===== src/logic/dcb_consts.svh =====
// Constants of the dual counter with byte readout: offsets, fields, reset values.
`ifndef DCB_CONSTS_SVH
`define DCB_CONSTS_SVH

// ****************************************************************
// Register bus geometry
// ****************************************************************
`define DCB_ADDR_W        8
`define DCB_DATA_W        32
`define DCB_CNT_W         16
`define DCB_BYTE_W        8

// ****************************************************************
// Register offsets (byte addresses)
// ****************************************************************
`define DCB_OFF_CTRL      8'h00
`define DCB_OFF_LIVE_A    8'h04
`define DCB_OFF_LIVE_B    8'h08
`define DCB_OFF_HOLD      8'h0C
`define DCB_OFF_STATUS    8'h10

// ****************************************************************
// Field positions
// ****************************************************************
`define DCB_CTRL_SOFT_CLR 0
`define DCB_CTRL_CAPTURE  1
`define DCB_STAT_CLEARING 0
`define DCB_STAT_CARRY_N  1

// ****************************************************************
// Reset values and bus answers
// ****************************************************************
`define DCB_CNT_RST       16'h0000
`define DCB_CNT_TERMINAL  16'hFFFF
`define DCB_CNT_ONE       16'h0001
`define DCB_BYTE_RST      8'h00
`define DCB_WORD_RST      32'h0000_0000
`define DCB_RESP_OKAY     2'h0
`define DCB_RESP_SLVERR   2'h2
`define DCB_SYNC_W        9
`define DCB_SYNC_RST      9'h1F8

`endif


===== src/logic/dcb_pkg.sv =====
// Types shared by the dual counter with byte readout.
package dcb_pkg;

  typedef logic [15:0] dcb_count_t;
  typedef logic [31:0] dcb_word_t;
  typedef logic [7:0]  dcb_addr_t;
  typedef logic [7:0]  dcb_byte_t;

  // Write channel progress of the register slave.
  typedef enum logic [1:0] {
    DCB_WR_IDLE      = 2'b00,
    DCB_WR_HAVE_ADDR = 2'b01,
    DCB_WR_HAVE_DATA = 2'b10,
    DCB_WR_RESP      = 2'b11
  } dcb_wr_state_t;

endpackage


===== src/logic/dcb_dual_counter.sv =====
// Dual 16-bit counter with capture registers, byte readout bus and AXI4-Lite view.
`timescale 1ns/1ps
`include "dcb_consts.svh"

module dcb_dual_counter (
  input  wire logic                aclk,
  input  wire logic                aresetn,
  input  wire logic                count_clk_first,
  input  wire logic                count_clk_second,
  input  wire logic                capture_clk,
  input  wire logic                second_count_enable_n,
  input  wire logic                counter_clear_n,
  input  wire logic                sel_a_low_byte_n,
  input  wire logic                sel_a_high_byte_n,
  input  wire logic                sel_b_low_byte_n,
  input  wire logic                sel_b_high_byte_n,
  output logic                     first_carry_out_n,
  output dcb_pkg::dcb_byte_t       byte_out_bus,
  output logic                     byte_out_bus_oe,
  input  wire dcb_pkg::dcb_addr_t  s_axi_awaddr,
  input  wire logic                s_axi_awvalid,
  output logic                     s_axi_awready,
  input  wire dcb_pkg::dcb_word_t  s_axi_wdata,
  input  wire logic [3:0]          s_axi_wstrb,
  input  wire logic                s_axi_wvalid,
  output logic                     s_axi_wready,
  output logic [1:0]               s_axi_bresp,
  output logic                     s_axi_bvalid,
  input  wire logic                s_axi_bready,
  input  wire dcb_pkg::dcb_addr_t  s_axi_araddr,
  input  wire logic                s_axi_arvalid,
  output logic                     s_axi_arready,
  output dcb_pkg::dcb_word_t       s_axi_rdata,
  output logic [1:0]               s_axi_rresp,
  output logic                     s_axi_rvalid,
  input  wire logic                s_axi_rready
);
  import dcb_pkg::*;

  // ****************************************************************
  // Pin synchronisation
  // ****************************************************************
  logic [`DCB_SYNC_W-1:0] pins_async;
  logic [`DCB_SYNC_W-1:0] pins_sync;
  logic [`DCB_SYNC_W-1:0] pins_rise;
  logic                   rise_a;
  logic                   rise_b;
  logic                   rise_cap;
  logic                   enable_b_n;
  logic                   clear_n;
  logic [3:0]             sel_n;

  // Every pin is treated as asynchronous; active-low pins reset to their idle high level.
  assign pins_async = {sel_b_high_byte_n, sel_b_low_byte_n, sel_a_high_byte_n, sel_a_low_byte_n,
                       counter_clear_n, second_count_enable_n, capture_clk, count_clk_second,
                       count_clk_first};

  dcb_sync_edge #(.W (`DCB_SYNC_W), .RESET_VAL (`DCB_SYNC_RST)) u_sync (
    .aclk     (aclk),
    .aresetn  (aresetn),
    .async_in (pins_async),
    .sync_out (pins_sync),
    .rise_out (pins_rise)
  );

  // Count and capture clocks use only their detected rising edges.
  assign rise_a     = pins_rise[0];
  assign rise_b     = pins_rise[1];
  assign rise_cap   = pins_rise[2];
  assign enable_b_n = pins_sync[3];
  assign clear_n    = pins_sync[4];
  assign sel_n      = pins_sync[8:5];

  // ****************************************************************
  // Register state
  // ****************************************************************
  dcb_count_t    count_a;
  dcb_count_t    count_b;
  dcb_count_t    hold_a;
  dcb_count_t    hold_b;
  logic          soft_clear;
  dcb_count_t    next_count_a;
  dcb_count_t    next_count_b;
  dcb_count_t    next_hold_a;
  dcb_count_t    next_hold_b;
  logic          next_soft_clear;
  logic          next_carry_n;
  logic          clearing;
  logic          capture_now;
  dcb_wr_state_t wr_state;
  dcb_wr_state_t next_wr_state;
  dcb_addr_t     wr_addr_q;
  dcb_word_t     wr_data_q;
  logic [3:0]    wr_strb_q;
  dcb_addr_t     next_wr_addr_q;
  dcb_word_t     next_wr_data_q;
  logic [3:0]    next_wr_strb_q;
  logic          aw_hs;
  logic          w_hs;
  logic          do_write;
  dcb_addr_t     wr_addr;
  dcb_word_t     wr_data;
  logic [3:0]    wr_strb;
  logic          next_awready;
  logic          next_wready;
  logic          next_bvalid;
  logic [1:0]    next_bresp;
  logic          ar_hs;
  logic          next_arready;
  logic          next_rvalid;
  dcb_word_t     next_rdata;
  logic [1:0]    next_rresp;
  dcb_byte_t     next_byte;
  logic          next_byte_oe;

  // ****************************************************************
  // AXI4-Lite write channel
  // ****************************************************************
  assign aw_hs = s_axi_awvalid & s_axi_awready;
  assign w_hs  = s_axi_wvalid & s_axi_wready;
  // Address and data may arrive in either order; whichever comes first is parked.
  always_comb begin
    next_wr_state  = wr_state;
    next_wr_addr_q = wr_addr_q;
    next_wr_data_q = wr_data_q;
    next_wr_strb_q = wr_strb_q;
    do_write       = 1'b0;
    wr_addr        = (wr_state == DCB_WR_HAVE_ADDR) ? wr_addr_q : s_axi_awaddr;
    wr_data        = (wr_state == DCB_WR_HAVE_DATA) ? wr_data_q : s_axi_wdata;
    wr_strb        = (wr_state == DCB_WR_HAVE_DATA) ? wr_strb_q : s_axi_wstrb;
    next_bvalid    = s_axi_bvalid;
    next_bresp     = s_axi_bresp;
    case (wr_state)
      DCB_WR_IDLE: begin
        if (aw_hs && w_hs) begin
          do_write      = 1'b1;
          next_wr_state = DCB_WR_RESP;
        end else if (aw_hs) begin
          next_wr_addr_q = s_axi_awaddr;
          next_wr_state  = DCB_WR_HAVE_ADDR;
        end else if (w_hs) begin
          next_wr_data_q = s_axi_wdata;
          next_wr_strb_q = s_axi_wstrb;
          next_wr_state  = DCB_WR_HAVE_DATA;
        end
      end
      DCB_WR_HAVE_ADDR: begin
        if (w_hs) begin
          do_write      = 1'b1;
          next_wr_state = DCB_WR_RESP;
        end
      end
      DCB_WR_HAVE_DATA: begin
        if (aw_hs) begin
          do_write      = 1'b1;
          next_wr_state = DCB_WR_RESP;
        end
      end
      DCB_WR_RESP: begin
        if (s_axi_bready) begin
          next_bvalid   = 1'b0;
          next_wr_state = DCB_WR_IDLE;
        end
      end
      default: begin
        next_wr_state = DCB_WR_IDLE;
      end
    endcase
    // Only the control word is writable; anything else answers with a slave error.
    if (do_write) begin
      next_bvalid = 1'b1;
      next_bresp  = (wr_addr == `DCB_OFF_CTRL) ? `DCB_RESP_OKAY : `DCB_RESP_SLVERR;
    end
    next_awready = (next_wr_state == DCB_WR_IDLE) || (next_wr_state == DCB_WR_HAVE_DATA);
    next_wready  = (next_wr_state == DCB_WR_IDLE) || (next_wr_state == DCB_WR_HAVE_ADDR);
  end

  // ****************************************************************
  // Counters and capture registers
  // ****************************************************************
  // The clear pin and the soft clear bit both hold the counters at zero.
  always_comb begin
    next_soft_clear = soft_clear;
    capture_now     = rise_cap;
    if (do_write && (wr_addr == `DCB_OFF_CTRL) && wr_strb[0]) begin
      next_soft_clear = wr_data[`DCB_CTRL_SOFT_CLR];
      capture_now     = rise_cap | wr_data[`DCB_CTRL_CAPTURE];
    end
    clearing = ~clear_n | soft_clear;
    if (clearing) begin
      next_count_a = `DCB_CNT_RST;
      next_count_b = `DCB_CNT_RST;
    end else begin
      next_count_a = rise_a ? count_a + `DCB_CNT_ONE : count_a;
      next_count_b = (rise_b && !enable_b_n) ? count_b + `DCB_CNT_ONE : count_b;
    end
    // A capture on the same cycle as a count edge takes the value before the step.
    next_hold_a  = capture_now ? count_a : hold_a;
    next_hold_b  = capture_now ? count_b : hold_b;
    // The carry is computed from the next count so it lines up with the counter flop.
    next_carry_n = ~(next_count_a == `DCB_CNT_TERMINAL);
  end

  // ****************************************************************
  // AXI4-Lite read channel
  // ****************************************************************
  assign ar_hs = s_axi_arvalid & s_axi_arready;
  // One read at a time: the address is refused while the answer waits.
  always_comb begin
    next_arready = s_axi_arready;
    next_rvalid  = s_axi_rvalid;
    next_rdata   = s_axi_rdata;
    next_rresp   = s_axi_rresp;
    if (ar_hs) begin
      next_arready = 1'b0;
      next_rvalid  = 1'b1;
      next_rresp   = `DCB_RESP_OKAY;
      next_rdata   = `DCB_WORD_RST;
      case (s_axi_araddr)
        `DCB_OFF_CTRL: begin
          next_rdata[`DCB_CTRL_SOFT_CLR] = soft_clear;
        end
        `DCB_OFF_LIVE_A: begin
          next_rdata[15:0] = count_a;
        end
        `DCB_OFF_LIVE_B: begin
          next_rdata[15:0] = count_b;
        end
        `DCB_OFF_HOLD: begin
          next_rdata = {hold_b, hold_a};
        end
        `DCB_OFF_STATUS: begin
          next_rdata[`DCB_STAT_CLEARING] = clearing;
          next_rdata[`DCB_STAT_CARRY_N]  = first_carry_out_n;
        end
        default: begin
          next_rresp = `DCB_RESP_SLVERR;
        end
      endcase
    end else if (s_axi_rvalid && s_axi_rready) begin
      next_rvalid  = 1'b0;
      next_arready = 1'b1;
    end
  end

  // ****************************************************************
  // Byte readout bus
  // ****************************************************************
  // Exactly one low select picks a byte; several low drive a don't-care zero byte.
  always_comb begin
    next_byte_oe = 1'b1;
    next_byte    = `DCB_BYTE_RST;
    case (sel_n)
      4'hE: begin
        next_byte = hold_a[7:0];
      end
      4'hD: begin
        next_byte = hold_a[15:8];
      end
      4'hB: begin
        next_byte = hold_b[7:0];
      end
      4'h7: begin
        next_byte = hold_b[15:8];
      end
      4'hF: begin
        next_byte_oe = 1'b0;
      end
      default: begin
        next_byte = `DCB_BYTE_RST;
      end
    endcase
  end

  // ****************************************************************
  // State registers
  // ****************************************************************
  // All state except the pin synchroniser's, including every output, is registered here under the bus reset.
  always_ff @(posedge aclk) begin
    if (!aresetn) begin
      count_a           <= `DCB_CNT_RST;
      count_b           <= `DCB_CNT_RST;
      hold_a            <= `DCB_CNT_RST;
      hold_b            <= `DCB_CNT_RST;
      soft_clear        <= 1'b0;
      first_carry_out_n <= 1'b1;
      byte_out_bus      <= `DCB_BYTE_RST;
      byte_out_bus_oe   <= 1'b0;
      wr_state          <= DCB_WR_IDLE;
      wr_addr_q         <= '0;
      wr_data_q         <= `DCB_WORD_RST;
      wr_strb_q         <= 4'h0;
      s_axi_awready     <= 1'b1;
      s_axi_wready      <= 1'b1;
      s_axi_bvalid      <= 1'b0;
      s_axi_bresp       <= `DCB_RESP_OKAY;
      s_axi_arready     <= 1'b1;
      s_axi_rvalid      <= 1'b0;
      s_axi_rdata       <= `DCB_WORD_RST;
      s_axi_rresp       <= `DCB_RESP_OKAY;
    end else begin
      count_a           <= next_count_a;
      count_b           <= next_count_b;
      hold_a            <= next_hold_a;
      hold_b            <= next_hold_b;
      soft_clear        <= next_soft_clear;
      first_carry_out_n <= next_carry_n;
      byte_out_bus      <= next_byte;
      byte_out_bus_oe   <= next_byte_oe;
      wr_state          <= next_wr_state;
      wr_addr_q         <= next_wr_addr_q;
      wr_data_q         <= next_wr_data_q;
      wr_strb_q         <= next_wr_strb_q;
      s_axi_awready     <= next_awready;
      s_axi_wready      <= next_wready;
      s_axi_bvalid      <= next_bvalid;
      s_axi_bresp       <= next_bresp;
      s_axi_arready     <= next_arready;
      s_axi_rvalid      <= next_rvalid;
      s_axi_rdata       <= next_rdata;
      s_axi_rresp       <= next_rresp;
    end
  end

endmodule


===== src/logic/dcb_sync_edge.sv =====
// Two-flop synchroniser with rising-edge detect for a group of pin inputs.
`timescale 1ns/1ps
module dcb_sync_edge #(
  parameter int          W         = 9,
  parameter logic [W-1:0] RESET_VAL = '0
) (
  input  wire logic         aclk,
  input  wire logic         aresetn,
  input  wire logic [W-1:0] async_in,
  output logic      [W-1:0] sync_out,
  output logic      [W-1:0] rise_out
);

  logic [W-1:0] meta;
  logic [W-1:0] stage2;
  logic [W-1:0] stage3;
  logic [W-1:0] next_meta;
  logic [W-1:0] next_stage2;
  logic [W-1:0] next_stage3;

  // ****************************************************************
  // Synchroniser chain
  // ****************************************************************

  // The first stage feeds only the second; the edge detector looks at stages two and three.
  always_comb begin
    next_meta   = async_in;
    next_stage2 = meta;
    next_stage3 = stage2;
  end

  always_ff @(posedge aclk) begin
    if (!aresetn) begin
      meta   <= RESET_VAL;
      stage2 <= RESET_VAL;
      stage3 <= RESET_VAL;
    end else begin
      meta   <= next_meta;
      stage2 <= next_stage2;
      stage3 <= next_stage3;
    end
  end

  // Only a low-to-high change counts as an edge, so falling edges are ignored.
  assign sync_out = stage2;
  assign rise_out = stage2 & ~stage3;

endmodule


===== config.mk =====
export PLATFORM = sky130hd
export DESIGN_NAME = dcb_dual_counter
export DESIGN_NICKNAME = d
export VERILOG_FILES = /design/src/logic/dcb_pkg.sv /design/src/logic/dcb_dual_counter.sv /design/src/logic/dcb_sync_edge.sv
export VERILOG_INCLUDE_DIRS = /design/src /design/src/logic
export SDC_FILE = /design/constraint.sdc
export NUM_CORES = 1
export LEC_CHECK = 0
export ABC_AREA = 1
export BUFFER_PORTS_ARGS = -buffer_cell sky130_fd_sc_hd__buf_2
export CORE_MARGIN = 2
export CORE_UTILIZATION = 40
export DETAILED_ROUTE_END_ITERATION = 10
export MAX_ROUTING_LAYER = met4
export SYNTH_ARGS = -nofsm -noshare
export SYNTH_HDL_FRONTEND = slang
export SYNTH_SLANG_ARGS = --single-unit

===== constraint.sdc =====
create_clock -name aclk -period 1.5 [get_ports aclk]
set_input_delay 0.3 -clock aclk [delete_from_list [all_inputs] [get_ports aclk]]
set_output_delay 0.3 -clock aclk [all_outputs]
set_load 0.05 [all_outputs]

==> impl_metrics.env <==
export IMPL_slew_violations=0
export IMPL_synth_area_leaders="dfxtp_1 (44%), nand2_1 (12%), nand3_1 (7.3%), nor2_1 (6.9%), a21oi_1 (6.8%)"
export IMPL_die_area_mm2=0.0177
export IMPL_num_vias=6488
export IMPL_setup_viol=12
export IMPL_worstSetupStartpointType="flip-flop"
export IMPL_clock_sinks=148
export IMPL_remaining_drc_errors=0
export IMPL_power_density_mw_per_mm2=1010
export IMPL_pwr_share_comb=0.115
export IMPL_synth_edf_count=0
export IMPL_drtIter0Drc=434
export IMPL_vias_per_cell=4.78
export IMPL_failed_checks="setup timing"
export IMPL_power_leakage_nw=4.22
export IMPL_crit_arrival_ns=1.84
export IMPL_fmax_mhz=654
export IMPL_final_cells=1358
export IMPL_gp_congestion=0.873
export IMPL_ys_ff_latch=148
export IMPL_cts_htree_levels=4
export IMPL_avgSynthCellArea_um2=7.02
export IMPL_n_antenna_cell=0
export IMPL_timing_max_cap_violations=0
export IMPL_whs_ns=0.0570
export IMPL_wirelength_mm=18.5
export IMPL_pre_cts_ws_ns=-0.120
export IMPL_min_path_cells=3
export IMPL_mostFrequentLayoutCell="nand2_1"
export IMPL_antenna_found_initial=0
export IMPL_p_sw_frac=0.268
export IMPL_io_buffers=83
export IMPL_core_area_mm2=0.0165
export IMPL_synthFlopType="dfxtp_1"
export IMPL_io_pins=119
export IMPL_mostFrequentLayoutCells="nand2_1 (196), dfxtp_1 (133), inv_1 (107)"
export IMPL_synth_top_area_share=0.444
export IMPL_path_max_fanout=9
export IMPL_worst_ep_required_time_ns=1.81
export IMPL_r2r_cells=8
export IMPL_yosysTopAreaCell="dfxtp_1"
export IMPL_hold_class="input pin to flip-flop"
export IMPL_criticalPathCategory="flip-flop to flip-flop"
export IMPL_start_util=0.405
export IMPL_dp_hpwl_mm=12.8
export IMPL_cts_buffers=17
export IMPL_clk_pin_slew_worst_paths_ns=0.06
export IMPL_worst_slew_pin_slew_ns=0.531
export IMPL_tritoncts="yes"
export IMPL_rows=47
export IMPL_grt_pass1_vias=5905
export IMPL_yosysSeqAreaShare=0.444
export IMPL_power_frac_clock=0.437
export IMPL_routedWlPerCell_um=13.7
export IMPL_drive_gt1_frac=0.315
export IMPL_netSwitchingPower_mw=2.50
export IMPL_relSlewSlack=0.646
export IMPL_fin_setup_tns_ns=-0.245
export IMPL_postSynthCellCount=950
export IMPL_netlist_area_mm2=0.00667
export IMPL_clk_latency_ns=0.42
export IMPL_nFillCells=1577
export IMPL_crit_path_end_kind="flip-flop"
export IMPL_fin_crit_sh=1.02
export IMPL_dr_pass1_iters=5
export IMPL_p_int_mw=6.81
export IMPL_seq_power_share=0.448
export IMPL_antenna_left=0
export IMPL_clockRootBuffer="clkbuf_16"
export IMPL_synth_cell_type_count=34
export IMPL_hold_violations=0
export IMPL_finalPower_mw=9.31
export IMPL_min_period_ns=1.53
export IMPL_area_delta_synth_final_pct=37.4
export IMPL_final_nets=1195
export IMPL_ctsHoldBuffers=0
export IMPL_clockBufferDepth=2
export IMPL_grt_overflow_total=0
export IMPL_grt_pass1_wl_mm=29.3
export IMPL_dp_cells=1317
export IMPL_die_x_um=133
export IMPL_grt_usage=0.214
export IMPL_rsz0062_at_grt="true"
export IMPL_finClkSkew_ns=0.00805
export IMPL_fin_ws_ns=-0.0295
export IMPL_die_height_um=133
export IMPL_grt_max_degree=65
export IMPL_vdd_ir_drop_max_mv=0.777
export IMPL_status="finished with violations"
export IMPL_ys_warnings_count=0
export IMPL_async_flop_share=0
## critical path, stage by stage, from the launching register on
cell,delay (ns)
dfxtp_2,0.35
buf_4,0.15
nand2_1,0.05
nor3b_4,0.22
nand4_4,0.11
buf_12,0.18
clkbuf_16,0.17
a21oi_2,0.13
nor2_1,0.06
## per-layer routing
layer	part of all wire	GRT usage	wire length, um	up-vias
li1	-	-	-	3388
met1	0.46	0.282	8540	2929
met2	0.47	0.335	8810	143
met3	0.045	0.0392	840	28
met4	0.019	0.0715	360	0
met5	0	-	0	-
## metrics by stage
step | instance area, um2 | utilization
finish | 9170 | 0.557
global route | 9170 | 0.557
CTS | 8760 | 0.532
detailed placement | 8120 | 0.493
global placement | 8120 | 0.493
floorplan | 6780 | -
## cell type report
cell class,count,area [um2],share of cell area
clock buffers,19,443,0.0483
clock inverters,13,125,0.0136
inverters,115,434,0.0473
multi-input cells,643,3380,0.368
flip-flops and latches,148,2990,0.326
well taps,220,275,0.0300
repair buffers,200,1520,0.166
## state kept, by name, summed over array words and instances (netlist names), 2 cells and up
signal,cells
byte_out_bus,8
count_a,16
count_b,16
hold_a,16
hold_b,16
s_axi_rdata,32
u_sync.meta,9
u_sync.stage3,3
u_sync.sync_out,9
wr_addr_q,8
wr_data_q,2
wr_state,2
## power by group through the flow
stage | Clock, mW | Combinational [mW] | Sequential (mW)
3_5_place_dp | 0 | 1.01 | 4.25
6_report | 4.07 | 1.07 | 4.17
2_1_floorplan | 0 | 0.499 | 4.44
4_1_cts | 4.15 | 1.02 | 4.17
3_3_place_gp | 0 | 1.01 | 4.25
5_1_grt | 4.31 | 1.18 | 4.18
## synth_stat cells, types with 2 or more instances
| cell type | count |
|---|---|
| dfxtp_1 | 148 |
| xnor2_1 | 2 |
| nand2_1 | 205 |
| nor3_2 | 2 |
| or2_2 | 13 |
| buf_4 | 8 |
| ha_1 | 2 |
| clkbuf_1 | 22 |
| inv_1 | 112 |
| nor2_1 | 122 |
| xor2_1 | 6 |
| nand4_1 | 9 |
| nand3_2 | 8 |
| buf_6 | 8 |
| o22ai_1 | 16 |
| nand3_1 | 97 |
| nor3_1 | 17 |
| a21oi_1 | 91 |
| clkinv_1 | 2 |
| buf_1 | 2 |
| nand3b_1 | 3 |
| buf_2 | 5 |
| o21ai_0 | 39 |
## repair_timing
item | CTS | global route
endpoints found under the setup margin | 40 | 54
pin swaps | 8 | 24
gates resized for setup | 23 | 70
gates cloned | 0 | 6
hold endpoints to repair | 0 | 0
buffers inserted | 1 | 3
## worst paths after layout
check / startpoint / end / slack [ns]
worst min register to register: u_sync.meta[3]$_SDFF_PN1_ / u_sync.sync_out[3]$_SDFF_PN1_ / 0.41
worst max register to register: wr_state[1]$_SDFF_PN0_ / hold_b[3]$_SDFFE_PN0P_ / -0.03
worst max-delay path: wr_state[1]$_SDFF_PN0_ / hold_b[3]$_SDFFE_PN0P_ / -0.03
worst min-delay path: capture_clk / u_sync.meta[2]$_SDFF_PN0_ / 0.06
## logic make-up after synthesis
logic type                 synth area share
adders and majority gates           0.00375
buffers and inverters                 0.104
DFF                                   0.444
and+or+nand+nor                       0.321
other                              0.000562
xor gates and xnor gates             0.0105
AOI/OAI and AO/OA                     0.116
(Power assumes the default switching activity.)
